--- src/include/pmh_pkg.sv ---
package pmh_pkg;

  // ****************************************
  // Command codes
  // ****************************************
  localparam logic [7:0] CMD_OUTPUT = 8'h01;
  localparam logic [7:0] CMD_CLEAR = 8'h03;
  localparam logic [7:0] CMD_LOCK = 8'h10;
  localparam logic [7:0] CMD_RESTORE_ALL = 8'h12;
  localparam logic [7:0] CMD_RESTORE_ONE = 8'h14;
  localparam logic [7:0] CMD_USER_SAVE = 8'h17;
  localparam logic [7:0] CMD_USER_RECALL = 8'h18;
  localparam logic [7:0] CMD_VOUT_FORMAT = 8'h20;
  localparam logic [7:0] CMD_IN_TURN_ON = 8'h35;
  localparam logic [7:0] CMD_IN_TURN_OFF = 8'h36;
  localparam logic [7:0] CMD_OOV_ACTION = 8'h41;
  localparam logic [7:0] CMD_OUV_ACTION = 8'h45;
  localparam logic [7:0] CMD_OOC_ACTION = 8'h47;
  localparam logic [7:0] CMD_IOV_ACTION = 8'h56;
  localparam logic [7:0] CMD_IUV_ACTION = 8'h5a;
  localparam logic [7:0] CMD_SUMMARY_BYTE = 8'h78;
  localparam logic [7:0] CMD_SUMMARY_WORD = 8'h79;

  // ****************************************
  // Data values
  // ****************************************
  localparam logic [7:0] OUT_ON = 8'h80;
  localparam logic [7:0] OUT_OFF = 8'h00;
  localparam logic [7:0] LOCK_NONE = 8'h00;
  localparam logic [7:0] LOCK_ALL = 8'h80;
  localparam logic [7:0] LOCK_ALLOW_OUT = 8'h40;
  localparam logic [15:0] ACT_LATCH = 16'h0080;
  localparam logic [15:0] ACT_HICCUP = 16'h00c0;
  localparam logic [15:0] ACT_OOV = 16'h0080;
  localparam logic [15:0] ACT_OUV = 16'h00c0;
  localparam logic [15:0] ACT_OOC = 16'h00f8;
  localparam logic [15:0] ACT_IOV = 16'h00c0;
  localparam logic [15:0] ACT_IUV = 16'h00c0;
  localparam logic [15:0] FAN_DUTY_MAX = 16'h0064;
  localparam logic [7:0] FAN_INTERNAL = 8'h00;
  localparam logic [2:0] VOUT_LINEAR = 3'h0;
  localparam logic [4:0] VOUT_EXP = 5'h17;
  localparam logic [15:0] IN_ON_LEVEL = 16'h01a4;
  localparam logic [15:0] IN_OFF_LEVEL = 16'h0168;
  localparam logic [15:0] READ_ERROR = 16'hffff;

  // ****************************************
  // Operating settings, tenths of a unit, then the overtemperature action code, fan setup and fan request in percent
  // ****************************************
  localparam int NSET = 15;
  localparam logic [3:0] IX_OOV_TRIP = 4'h0;
  localparam logic [3:0] IX_OOV_ALARM = 4'h1;
  localparam logic [3:0] IX_OUV_ALARM = 4'h2;
  localparam logic [3:0] IX_OUV_TRIP = 4'h3;
  localparam logic [3:0] IX_OOC_TRIP = 4'h4;
  localparam logic [3:0] IX_OOC_ALARM = 4'h5;
  localparam logic [3:0] IX_OT_TRIP = 4'h6;
  localparam logic [3:0] IX_OT_ALARM = 4'h7;
  localparam logic [3:0] IX_IOV_TRIP = 4'h8;
  localparam logic [3:0] IX_IOV_ALARM = 4'h9;
  localparam logic [3:0] IX_IUV_ALARM = 4'ha;
  localparam logic [3:0] IX_IUV_TRIP = 4'hb;
  localparam logic [3:0] IX_OT_ACTION = 4'hc;
  localparam logic [3:0] IX_FAN_SETUP = 4'hd;
  localparam logic [3:0] IX_FAN_REQ = 4'he;
  localparam logic [7:0] SET_CODE [NSET] = '{8'h40, 8'h42, 8'h43, 8'h44, 8'h46, 8'h4a, 8'h4f,
    8'h51, 8'h55, 8'h57, 8'h58, 8'h59, 8'h50, 8'h3a, 8'h3b};
  localparam logic [15:0] FACTORY [NSET] = '{16'h008c, 16'h0087, 16'h006c, 16'h0064, 16'h0294,
    16'h026c, 16'h0082, 16'h0078, 16'h02f8, 16'h02e4, 16'h0190, 16'h017c, 16'h00c0, 16'h0090, 16'h0000};

  // ****************************************
  // Sticky flag positions
  // ****************************************
  localparam int NFLAG = 14;
  localparam int FL_OOV_F = 0;
  localparam int FL_OOV_W = 1;
  localparam int FL_OUV_W = 2;
  localparam int FL_OUV_F = 3;
  localparam int FL_OOC_F = 4;
  localparam int FL_OOC_W = 5;
  localparam int FL_OT_F = 6;
  localparam int FL_OT_W = 7;
  localparam int FL_IOV_F = 8;
  localparam int FL_IOV_W = 9;
  localparam int FL_IUV_W = 10;
  localparam int FL_IUV_F = 11;
  localparam int FL_COMM_CMD = 12;
  localparam int FL_COMM_DATA = 13;

  // Returns {hit, index} of a setting addressed by its command code
  function automatic logic [4:0] setIndex(input logic [7:0] code);
    logic [4:0] r;
    r = 5'h00;
    for (int i = 0; i < NSET; i++) begin
      if (SET_CODE[i] == code) begin
        r = {1'b1, 4'(i)};
      end
    end
    return r;
  endfunction

endpackage

--- src/logic/pmh_cmd_handler.sv ---
`timescale 1ns/100ps
// Function
// RULE1 - 0x80 on, 0x00 off, power up on
// RULE2 - Host waits two seconds between off and on; pmh_host_model waits OFF_WAIT = 200 clocks (2 us)
// RULE3 - Off-then-on restart clears alarms and shutdowns
// RULE4 - Fault clear by controlling side clears all flags
// RULE5 - Persisting faults set their flags again
// RULE6 - Lock decodes 00, 80 and 40
// RULE7 - Lock resets open, lock writes always accepted
// RULE8 - Restore all reloads fixed factory defaults
// RULE9 - Restore one reloads only addressed setting
// RULE10 - User save and recall touch one setting
// RULE11 - Output format read-only, linear, fixed exponent
// RULE12 - Input turn-on and turn-off levels read-only
// RULE13 - Duty-cycle fan control, both fans together
// RULE14 - Fan request only raises, zero releases, checked
// RULE15 - Output overvoltage trip latches output off
// RULE16 - Output voltage warnings assert the alert
// RULE17 - Undervolt trip restarts, masked on input loss
// RULE18 - Overcurrent trip restarts, warning level alerts
// RULE19 - Overtemperature latched or hiccup, default hiccup
// RULE20 - Input limits only tightened, trips restart; the input overvoltage warning (0x57) is written unchecked
// RULE21 - Summary byte bit layout, reset zero
// RULE22 - Summary word low byte is summary byte
// RULE23 - Summary word high byte bit layout
// RULE24 - Locked or bad-data writes flag comm fault
// RULE25 - Read-only writes ignored, flagged invalid data
module pmh_cmd_handler
  import pmh_pkg::*;
(
  // Clock and reset
  input wire logic clk_sys,
  input wire logic rstn,
  // Decoded management bus transactions
  input wire logic cmdValid,
  input wire logic cmdWrite,
  input wire logic cmdInControl,
  input wire logic [7:0] cmdCode,
  input wire logic [15:0] cmdData,
  output logic rspValid,
  output logic [15:0] rspData,
  // Measurements
  input wire logic [15:0] measVout,
  input wire logic [15:0] measIout,
  input wire logic [15:0] measTemp,
  input wire logic [15:0] measVin,
  input wire logic inputLost,
  input wire logic [7:0] fanDemand,
  // Power train control
  output logic outputEnable,
  output logic [7:0] fanDuty,
  output logic alertN
);

  // ****************************************
  // State
  // ****************************************
  logic [15:0] opSet_q [NSET];
  logic [15:0] userSet_q [NSET];
  logic [7:0] lock_q;
  logic opOn_q;
  logic ovLatch_q;
  logic otLatch_q;
  logic outEn_q;
  logic [NFLAG-1:0] flags_q;
  logic [NFLAG-1:0] cond;
  logic [7:0] fanDuty_q;
  logic alertN_q;
  logic rspValid_q;
  logic [15:0] rspData_q;

  // ****************************************
  // Command decode
  // ****************************************
  logic wr;
  logic rd;
  logic tHit;
  logic [3:0] tIdx;
  logic aHit;
  logic [3:0] aIdx;
  logic known;
  logic roCode;
  logic valOk;
  logic lockOk;
  logic doWrite;
  logic badData;
  logic clr;
  logic restart;
  logic [15:0] rdVal;
  logic rdHit;
  logic [7:0] sumByte;
  logic [7:0] sumHigh;

  assign wr = cmdValid & cmdWrite;
  assign rd = cmdValid & ~cmdWrite;
  assign {tHit, tIdx} = setIndex(cmdCode);
  assign {aHit, aIdx} = setIndex(cmdData[7:0]);

  // RULE6 - lock decode
  always_comb begin
    if (lock_q == LOCK_ALL) begin
      lockOk = (cmdCode == CMD_LOCK) || (cmdCode == CMD_CLEAR);
    end else if (lock_q == LOCK_ALLOW_OUT) begin
      lockOk = (cmdCode == CMD_LOCK) || (cmdCode == CMD_CLEAR) || (cmdCode == CMD_OUTPUT);
    end else begin
      lockOk = 1'b1;
    end
  end

  always_comb begin
    known = 1'b1;
    roCode = 1'b0;
    valOk = 1'b1;
    unique case (cmdCode)
      // RULE1 - only on and off values
      CMD_OUTPUT: valOk = (cmdData[7:0] == OUT_ON) || (cmdData[7:0] == OUT_OFF);
      CMD_CLEAR, CMD_RESTORE_ALL: valOk = 1'b1;
      // RULE6 - three legal lock values
      CMD_LOCK: valOk = cmdData[7:0] inside {LOCK_NONE, LOCK_ALL, LOCK_ALLOW_OUT};
      CMD_RESTORE_ONE, CMD_USER_SAVE, CMD_USER_RECALL: valOk = aHit;
      // RULE25 - read-only targets
      CMD_VOUT_FORMAT, CMD_IN_TURN_ON, CMD_IN_TURN_OFF, CMD_OOV_ACTION, CMD_OUV_ACTION,
      CMD_OOC_ACTION, CMD_IOV_ACTION, CMD_IUV_ACTION, CMD_SUMMARY_BYTE, CMD_SUMMARY_WORD: roCode = 1'b1;
      default: begin
        if (!tHit) begin
          known = 1'b0;
        // RULE20 - input trip may only be lowered
        end else if (tIdx == IX_IOV_TRIP) begin
          valOk = cmdData <= opSet_q[tIdx];
        // RULE20 - input undervolt levels may only be raised
        end else if (tIdx == IX_IUV_ALARM || tIdx == IX_IUV_TRIP) begin
          valOk = cmdData >= opSet_q[tIdx];
        // RULE19 - latched or hiccup only
        end else if (tIdx == IX_OT_ACTION) begin
          valOk = (cmdData == ACT_LATCH) || (cmdData == ACT_HICCUP);
        // RULE14 - percent up to full duty
        end else if (tIdx == IX_FAN_REQ) begin
          valOk = cmdData <= FAN_DUTY_MAX;
        end else if (tIdx == IX_FAN_SETUP) begin
          valOk = cmdData[15:8] == 8'h00;
        end
      end
    endcase
  end

  assign doWrite = wr & known & ~roCode & valOk & lockOk;
  // RULE24 - refused writes raise invalid data
  assign badData = wr & known & (roCode | ~valOk | ~lockOk);
  // RULE4 - side not in control cannot clear
  assign clr = doWrite & (cmdCode == CMD_CLEAR) & cmdInControl;
  assign restart = doWrite & (cmdCode == CMD_OUTPUT) & (cmdData[7:0] == OUT_ON) & ~opOn_q;

  // ****************************************
  // Write lock and output command
  // ****************************************
  // RULE7 - lock resets open and is always writable
  always_ff @(posedge clk_sys) begin
    if (!rstn) begin
      lock_q <= LOCK_NONE;
    end else if (doWrite && cmdCode == CMD_LOCK) begin
      lock_q <= cmdData[7:0];
    end
  end

  // RULE1 - output command, on at power up
  always_ff @(posedge clk_sys) begin
    if (!rstn) begin
      opOn_q <= 1'b1;
    end else if (doWrite && cmdCode == CMD_OUTPUT) begin
      opOn_q <= cmdData[7:0] == OUT_ON;
    end
  end

  // ****************************************
  // Operating and user settings
  // ****************************************
  always_ff @(posedge clk_sys) begin
    if (!rstn) begin
      for (int i = 0; i < NSET; i++) begin
        opSet_q[i] <= FACTORY[i];
      end
    end else if (doWrite) begin
      unique case (cmdCode)
        // RULE8 - factory table is constant
        CMD_RESTORE_ALL: begin
          for (int i = 0; i < NSET; i++) begin
            opSet_q[i] <= FACTORY[i];
          end
        end
        // RULE9 - single setting restore
        CMD_RESTORE_ONE: opSet_q[aIdx] <= FACTORY[aIdx];
        // RULE10 - single setting recall
        CMD_USER_RECALL: opSet_q[aIdx] <= userSet_q[aIdx];
        default: begin
          if (tHit) begin
            opSet_q[tIdx] <= cmdData;
          end
        end
      endcase
    end
  end

  // RULE10 - single setting save
  always_ff @(posedge clk_sys) begin
    if (!rstn) begin
      for (int i = 0; i < NSET; i++) begin
        userSet_q[i] <= FACTORY[i];
      end
    end else if (doWrite && cmdCode == CMD_USER_SAVE) begin
      userSet_q[aIdx] <= opSet_q[aIdx];
    end
  end

  // ****************************************
  // Fault detection
  // ****************************************
  always_comb begin
    cond = '0;
    cond[FL_OOV_F] = measVout > opSet_q[IX_OOV_TRIP];
    // RULE16 - output voltage warnings
    cond[FL_OOV_W] = measVout > opSet_q[IX_OOV_ALARM];
    cond[FL_OUV_W] = outEn_q & (measVout < opSet_q[IX_OUV_ALARM]);
    // RULE17 - masked while input power is lost
    cond[FL_OUV_F] = outEn_q & ~inputLost & (measVout < opSet_q[IX_OUV_TRIP]);
    // RULE18 - overcurrent trip and warning
    cond[FL_OOC_F] = measIout > opSet_q[IX_OOC_TRIP];
    cond[FL_OOC_W] = measIout > opSet_q[IX_OOC_ALARM];
    // RULE19 - hottest sensor against both levels
    cond[FL_OT_F] = measTemp > opSet_q[IX_OT_TRIP];
    cond[FL_OT_W] = measTemp > opSet_q[IX_OT_ALARM];
    cond[FL_IOV_F] = measVin > opSet_q[IX_IOV_TRIP];
    cond[FL_IOV_W] = measVin > opSet_q[IX_IOV_ALARM];
    cond[FL_IUV_W] = measVin < opSet_q[IX_IUV_ALARM];
    cond[FL_IUV_F] = measVin < opSet_q[IX_IUV_TRIP];
    cond[FL_COMM_CMD] = cmdValid & (cmdWrite ? ~known : ~rdHit);
    cond[FL_COMM_DATA] = badData;
  end

  // RULE5 - a live condition wins over the clear
  // RULE3 - restart clears alarms as well
  always_ff @(posedge clk_sys) begin
    if (!rstn) begin
      flags_q <= '0;
    end else begin
      flags_q <= cond | (flags_q & ~{NFLAG{clr | restart}});
    end
  end

  // ****************************************
  // Shutdown control
  // ****************************************
  // RULE15 - overvoltage latches until restart
  always_ff @(posedge clk_sys) begin
    if (!rstn) begin
      ovLatch_q <= 1'b0;
    end else if (cond[FL_OOV_F]) begin
      ovLatch_q <= 1'b1;
    end else if (restart) begin
      ovLatch_q <= 1'b0;
    end
  end

  // RULE19 - latched response holds until restart
  always_ff @(posedge clk_sys) begin
    if (!rstn) begin
      otLatch_q <= 1'b0;
    end else if (cond[FL_OT_F] && opSet_q[IX_OT_ACTION] == ACT_LATCH) begin
      otLatch_q <= 1'b1;
    end else if (restart) begin
      otLatch_q <= 1'b0;
    end
  end

  // Restart responses hold the output off only while the cause stands;
  // the undervolt check then retries on each re-enable like a hiccup.
  // RULE17 - RULE18 - RULE20 - restart responses
  always_ff @(posedge clk_sys) begin
    if (!rstn) begin
      outEn_q <= 1'b1;
    end else begin
      outEn_q <= opOn_q & ~ovLatch_q & ~otLatch_q & ~cond[FL_OUV_F] & ~cond[FL_OOC_F]
        & ~cond[FL_IOV_F] & ~cond[FL_IUV_F] & ~(cond[FL_OT_F] & (opSet_q[IX_OT_ACTION] == ACT_HICCUP));
    end
  end

  // ****************************************
  // Fan and alert
  // ****************************************
  // RULE13 - one duty drives both fans
  // RULE14 - request can only raise the duty
  always_ff @(posedge clk_sys) begin
    if (!rstn) begin
      fanDuty_q <= FAN_INTERNAL;
    end else if (opSet_q[IX_FAN_REQ][7:0] == FAN_INTERNAL || opSet_q[IX_FAN_REQ][7:0] < fanDemand) begin
      fanDuty_q <= fanDemand;
    end else begin
      fanDuty_q <= opSet_q[IX_FAN_REQ][7:0];
    end
  end

  // RULE16 - any sticky flag pulls the alert low
  always_ff @(posedge clk_sys) begin
    if (!rstn) begin
      alertN_q <= 1'b1;
    end else begin
      alertN_q <= ~(|flags_q);
    end
  end

  // ****************************************
  // Summary status and read back
  // ****************************************
  // RULE21 - summary byte
  always_comb begin
    sumByte[7] = 1'b0;
    sumByte[6] = ~outEn_q;
    sumByte[5] = flags_q[FL_OOV_F];
    sumByte[4] = flags_q[FL_OOC_F];
    sumByte[3] = flags_q[FL_IUV_F];
    sumByte[2] = flags_q[FL_OT_F] | flags_q[FL_OT_W];
    sumByte[1] = flags_q[FL_COMM_CMD] | flags_q[FL_COMM_DATA];
    sumByte[0] = ~(|sumByte[7:1]) & (|flags_q);
  end

  // RULE23 - summary word high byte
  assign sumHigh = {flags_q[FL_OOV_F] | flags_q[FL_OOV_W] | flags_q[FL_OUV_W] | flags_q[FL_OUV_F],
    flags_q[FL_OOC_F] | flags_q[FL_OOC_W], |flags_q[FL_IUV_F:FL_IOV_F], 1'b0, ~outEn_q, 3'h0};

  always_comb begin
    rdVal = 16'h0000;
    rdHit = 1'b1;
    unique case (cmdCode)
      CMD_OUTPUT: rdVal = {8'h00, opOn_q ? OUT_ON : OUT_OFF};
      CMD_LOCK: rdVal = {8'h00, lock_q};
      // RULE11 - linear format, fixed exponent
      CMD_VOUT_FORMAT: rdVal = {8'h00, VOUT_LINEAR, VOUT_EXP};
      // RULE12 - fixed input thresholds
      CMD_IN_TURN_ON: rdVal = IN_ON_LEVEL;
      CMD_IN_TURN_OFF: rdVal = IN_OFF_LEVEL;
      CMD_OOV_ACTION: rdVal = ACT_OOV;
      CMD_OUV_ACTION: rdVal = ACT_OUV;
      CMD_OOC_ACTION: rdVal = ACT_OOC;
      CMD_IOV_ACTION: rdVal = ACT_IOV;
      CMD_IUV_ACTION: rdVal = ACT_IUV;
      CMD_SUMMARY_BYTE: rdVal = {8'h00, sumByte};
      // RULE22 - byte low, flags high
      CMD_SUMMARY_WORD: rdVal = {sumHigh, sumByte};
      default: begin
        if (tHit) begin
          rdVal = opSet_q[tIdx];
        end else begin
          rdHit = 1'b0;
        end
      end
    endcase
  end

  // Unknown reads answer all ones rather than stale data
  always_ff @(posedge clk_sys) begin
    if (!rstn) begin
      rspValid_q <= 1'b0;
      rspData_q <= 16'h0000;
    end else begin
      rspValid_q <= rd;
      if (rd) begin
        rspData_q <= rdHit ? rdVal : READ_ERROR;
      end
    end
  end

  assign rspValid = rspValid_q;
  assign rspData = rspData_q;
  assign outputEnable = outEn_q;
  assign fanDuty = fanDuty_q;
  assign alertN = alertN_q;
endmodule
--- config.mk ---
export PLATFORM = sky130hd
export DESIGN_NAME = pmh_cmd_handler
export DESIGN_NICKNAME = d
export VERILOG_FILES = /design/src/include/pmh_pkg.sv /design/src/logic/pmh_cmd_handler.sv
export SDC_FILE = /design/constraint.sdc
export NUM_CORES = 2
export LEC_CHECK = 0
export ABC_AREA = 1
export BUFFER_PORTS_ARGS = -buffer_cell sky130_fd_sc_hd__buf_2
export CORE_UTILIZATION = 40
export CTS_CLUSTER_DIAMETER = 30
export DETAILED_ROUTE_END_ITERATION = 8
export GPL_TIMING_DRIVEN = 0
export PLACE_DENSITY = 0.53
export SLEW_MARGIN = 20
export SYNTH_ARGS = -nofsm -noshare
export SYNTH_HDL_FRONTEND = slang
export SYNTH_SLANG_ARGS = --single-unit
--- constraint.sdc ---
create_clock -name clk_sys -period 7.59 [get_ports clk_sys]
set_clock_uncertainty 0.2 [all_clocks]
set_input_delay 0.759 -clock clk_sys [delete_from_list [all_inputs] [get_ports clk_sys]]
set_output_delay 0.759 -clock clk_sys [all_outputs]
set_load 0.1 [all_outputs]
# == Yosys cells after proc, flatten, opt, wreduce, memory -nomap -nowiden ==
# Memory sizes are Yosys's and may differ from the RTL's.
# Cells that the tools add are included.
# totals
register_bits,52
ramBits,480
romBits,256
inputBits,102
output_inout_bits,27
elab_cells,291
memories,3
# mem_list
name,depth,word_bits,read_ports,rd_ports_with_merged_regs,wr,line,source
(name not given),16,16,1,0,0,pmh_cmd_handler.sv:191,CMD_RESTORE_ONE: opSet_q[aIdx] <= FACTORY[aIdx];
opSet_q,15,16,16,0,15,pmh_cmd_handler.sv:58,logic [15:0] opSet_q [NSET];
userSet_q,15,16,1,0,15,pmh_cmd_handler.sv:59,logic [15:0] userSet_q [NSET];
# op_classes
order_cmp,17
n_eq_ne,61
muxes,99
n_bitwise,72
reduce_logical,29
# op_table
cell,count
16-bit 2-to-1 mux,23
"7-bit by 8-bit equality test with 1-bit output, first input constant",26
16-bit one-hot mux with 10 select lines,1
5-bit 2-to-1 mux,30
16-bit > comparator,8
"8-bit by 7-bit equality test with 1-bit output, second input constant",9
"16-bit by 8-bit equality test with 1-bit output, second input constant",4
16-bit less-than comparator,4
16-bit OR reduction,3
"8-bit by 5-bit equality test with 1-bit output, second input constant",5
1-bit 2-to-1 mux,39
"6-bit by 8-bit equality test with 1-bit output, first input constant",4
1-bit AND,25
1-bit bitwise OR,25
"4-bit equality test, second input constant",6
"8-bit by 6-bit equality test with 1-bit output, second input constant",3
8-bit logical NOT,3
12-bit OR reduction,2
1-bit NOT,18
17-bit OR reduction,1
"8-bit equality test, second input constant",2
16-bit >= comparator,1
16-bit less-or-equal comparator,1
"16-bit by 7-bit less-or-equal comparator with 1-bit output, second input constant",1
20 further kinds,34

# == Logic depth before layout (Yosys ltp) ==
# logic_depth
depth_word,33
mapped_depth,42
ltp_nobuf,39

# == Worst setup path before layout ==
# OpenSTA, ideal clock, no wires.
# synth_path
kind,input -> register
from,input port cmdCode[2]
to,memory opSet_q[6][0] (enable)
setup_ns,0.372
t_arrival_ns,4.965
required_ns,7.018
path_slack_ns,2.053
stages,29
path_buffers,4
path_cell_list,buf_4 > nor2_4 > nand2_1 > nor2_2 > nor3_2 > clkinv_1 > nor2_2 > clkinv_1 > clkbuf_1 > nand3_1 > nand3b_1 > a31oi_1 > ha_1 > nand2_1 > nor3_1 > nand3_1 > nand4_1 > nand3_1 > nand2_1 > nand2_1 > nor2_2 > buf_4 > nand3_1 > nand2_1 > nand2_2 > nor2_4 > nand2_2 > buf_6 > nand2_1
# synth_lines
element,line,source
start: declaration,pmh_cmd_handler.sv:38,"input wire logic [7:0] cmdCode,"
end: declaration,pmh_cmd_handler.sv:58,

==> results.toml <==
[job]
drv_cap = 0

[pwr]
internal-power_uw = 7740
p_sw_share_pct = 26.1
power_frac_comb_pct = 8.2
cellPowerDensity_nw_per_um2 = 255
finalPower_uw = 10500
leakage_uw = 0.0176
switchingPower_uw = 2740
p_clk_share_pct = 57.9
power_frac_seq_pct = 33.9
ir_drop_v = 0.000212

[clock_network]
clk-insertion-delay-late_ps = 750
numCtsBuffers = 141
path_clk_slew_ps = 50
clock-root-buffer = "clkbuf_16"
htreeDepth = 4
clk_path_buf_depth = 3
postCtsHoldBufs = 0
cts_tree = "yes"
clock-sinks = 564

[die]
core_area_um2 = 83800
start_util_pct = 40.5
die_w_um = 293
die-area_um2 = 86100
ios = 129
dieHeight_um = 293
rows = 106

[logic_synthesis]
synth_cell_type_count = 49
synth_edf_count = 512
synth_top_area_share_pct = 45.3
synth_compound_area_share_pct = 9.70
yosysTopAreaCell = "edfxtp_1"
yosys.area_share.simple_pct = 25.6
syn_avg_cell_area_um2 = 8.36
syn_area_um2 = 34000
synth_flop_cell = "edfxtp_1"
async_flop_share_pct = 0
synth-xor-area-share_pct = 0
yosysWarnings = 0
synthCells = 4065
synth-seq-cells = 564
ys_seq_area_share_pct = 48.3
synth_top_family_by_area = "simple AND/OR/NAND/NOR gates"
synthTopCellsByArea = "edfxtp_1 45%, nand2_1 11%, ha_1 8.0%, nor2_1 6.5%, inv_1 5.0%"
synthMuxAreaShare_pct = 0
yosys.area_share.adder_pct = 7.95

[sta]
slew_violations = 0
final-setup-viol-count = 0
rsz0062_at_grt = "false"
max_freq_ghz = 0.133
worstMarginPinSlew_ps = 1390
slew_headroom_pct = 7.58
fin_tns_setup_ps = 0
hold_viol_final = 0
fin_crit_ps = 7500
finalCritPeriodShare_pct = 98.9
setup_ws_ps = 86.1

[worst_hold_path]
hold_path_depth = 3
worstHoldPathType = "in -> reg"
hold_end = "fanDuty[2]"
min_from = "fanDemand[2]"

[placement]
place_hpwl_um = 117000
portBuffers = 127
post-place-ws_ps = -1040
finalWeightedCongestion = 1.03
dp.cells = 5342

[setup_path]
required_ps = 7750
r2r-end = "opSet_q[7][9]"
critical_path.slowest_cell = "clkbuf_2"
critPathKind = "in -> reg"
r2r_cells = 21
ff2ff_setup_slack_ps = 1940
crit_fanout = 16
endpoint_kind = "flip-flop"
critPathLaunchType = "input pin"
r2r_start = "opSet_q[8][8]"
crit_path_frequent_cell = "nand2_1"
worstPathArrival_ps = 7660
max_stage_delay_ps = 510

[route]
drt_wl_total_um = 152000
drt-wirelength-per-cell_um = 27.1
route.vias.total = 31800
drc = 0
drt_iter0_drc = 4320
ant_nets = 0
drtPass1Iterations = 8
routed_via_density = 5.67

[finish]
fillers = 8279
register_area_um2 = 16400
drive_above_1_share_pct = 14.3
final_nets = 4668
layout.cells.non_filler = 5602
fin_util_pct = 49.0
multi_input_area_um2 = 14900
areaGrowthSynthToFinish_pct = 20.9

[outcome]
status = "finished, final reports clean"

[global_route]
grt_pass1_wl_um = 211000
grt_pass1_vias = 29700
antenna_found_initial = 5
grt-ovfl-total = 0
grt_max_degree = 17
grt_use_total_pct = 34.9
==> flip-flops by register name, indices dropped and copies added (netlist names), 8 cells and up <==
register   flops
opSet_q      256
userSet_q    256
rspData       16
lock_q         8
fanDuty        8
flags_q       14
==> power by group through the flow <==
stage	logic, µW	registers, µW	clock network [µW]
2_1_floorplan	422	3650	0
3_3_place_gp	824	3600	0
3_5_place_dp	830	3600	0
4_1_cts	834	3550	6080
5_1_grt	922	3550	6240
6_report	860	3550	6070
==> how the worst max path moves through the flow <==
| stage | endpoint | startpoint | slack, ps | cells past startpoint |
|---|---|---|---|---|
| 2_1_floorplan | opSet_q[6][0] | cmdCode[2] | 2050 | 29 |
| 3_3_place_gp | opSet_q[1][11] | cmdCode[6] | -1410 | 28 |
| 3_5_place_dp | opSet_q[1][8] | cmdCode[6] | -1040 | 29 |
| 4_1_cts | opSet_q[7][9] | cmdCode[6] | 20 | 32 |
| 5_1_grt | opSet_q[7][2] | cmdCode[6] | 6 | 30 |
| 6_report | opSet_q[7][9] | cmdCode[6] | 90 | 30 |
==> metrics by stage <==
stage | hold slack, ps | cell area [µm²]
after floorplan | 232 | 34000
after global placement | 231 | 36100
after detailed placement | 234 | 36100
after CTS | 45.6 | 41000
after global routing | 82.4 | 41100
final | 74.6 | 41100
==> Yosys cell counts (67+ instances only) <==
| cell type | instances |
|---|---|
| nand2_1 | 999 |
| nor2_1 | 591 |
| edfxtp_1 | 512 |
| inv_1 | 450 |
| nand3_1 | 250 |
| ha_1 | 216 |
| a21oi_1 | 182 |
| buf_2 | 102 |
| o21ai_0 | 80 |
| o2111ai_1 | 78 |
| nand4_1 | 76 |
| a22oi_1 | 74 |
| clkbuf_1 | 67 |
==> cell usage in the layout (no fill, tap or decap), types with 10 or more instances in the layout <==
master / instances
nand2_2: 41
nand3_1: 250
clkbuf_16: 141
o211ai_1: 18
conb_1: 16
clkinvlp_4: 12
dfxtp_1: 52
bufinv_16: 17
clkinv_1: 27
o221ai_1: 10
nand2_1: 975
o21ai_0: 80
clkbuf_1: 84
o2111ai_1: 78
clkbuf_2: 10
edfxtp_1: 512
nor4_1: 11
nand4_1: 76
inv_2: 62
nor2_1: 589
clkinv_16: 10
nor2_4: 13
buf_2: 230
o21bai_1: 11
ha_1: 216
nor2_2: 39
nor3_1: 24
nand3b_1: 23
buf_1: 10
clkinv_2: 16
a31oi_1: 16
a22oi_1: 74
a21oi_1: 181
inv_1: 450
==> per-layer routing <==
layer / global-route usage, % / part of all wire [%] / up-vias
met2: 50.6 / 42 / 1764
met4: 15.6 / 4.6 / 4
li1: - / - / 14300
met5: 0 / 0.018 / -
met3: 9.83 / 11 / 341
met1: 48.2 / 42 / 15400
==> critical path: cells and delay by family <==
kind	cells	cell delay, ps
simple gates	19	4260
buf+inv	7	1540
compound gates	3	910
fa+ha+maj	1	150
==> area by class of cell <==
class | count | share of cell area [%]
Timing Repair Buffer | 128 | 1.57
Inverter | 515 | 4.71
Multi-Input combinational cell | 2806 | 36.2
Buffer | 194 | 2.27
Sequential cell | 564 | 40.0
Clock inverter | 87 | 2.83
Tap cell | 1134 | 3.45
Clock buffer | 171 | 8.96
Antenna cell | 3 | 0.0183
==> cells by family (layout without fill, tap and decap cells) <==
kind of cell,after synthesis,in the layout
simple gates,2059,2059
buf+inv,710,1095
flops,564,564
compound gates,515,515
fa+ha+maj,216,216
other cells,1,19
==> repair_timing <==
item	in CTS	in global routing
pin swaps	0	0
buffers inserted	0	0
gates cloned	0	0
resized for setup	11	47
setup endpoints to repair	305	464
Power figures use the tool's default switching activity.
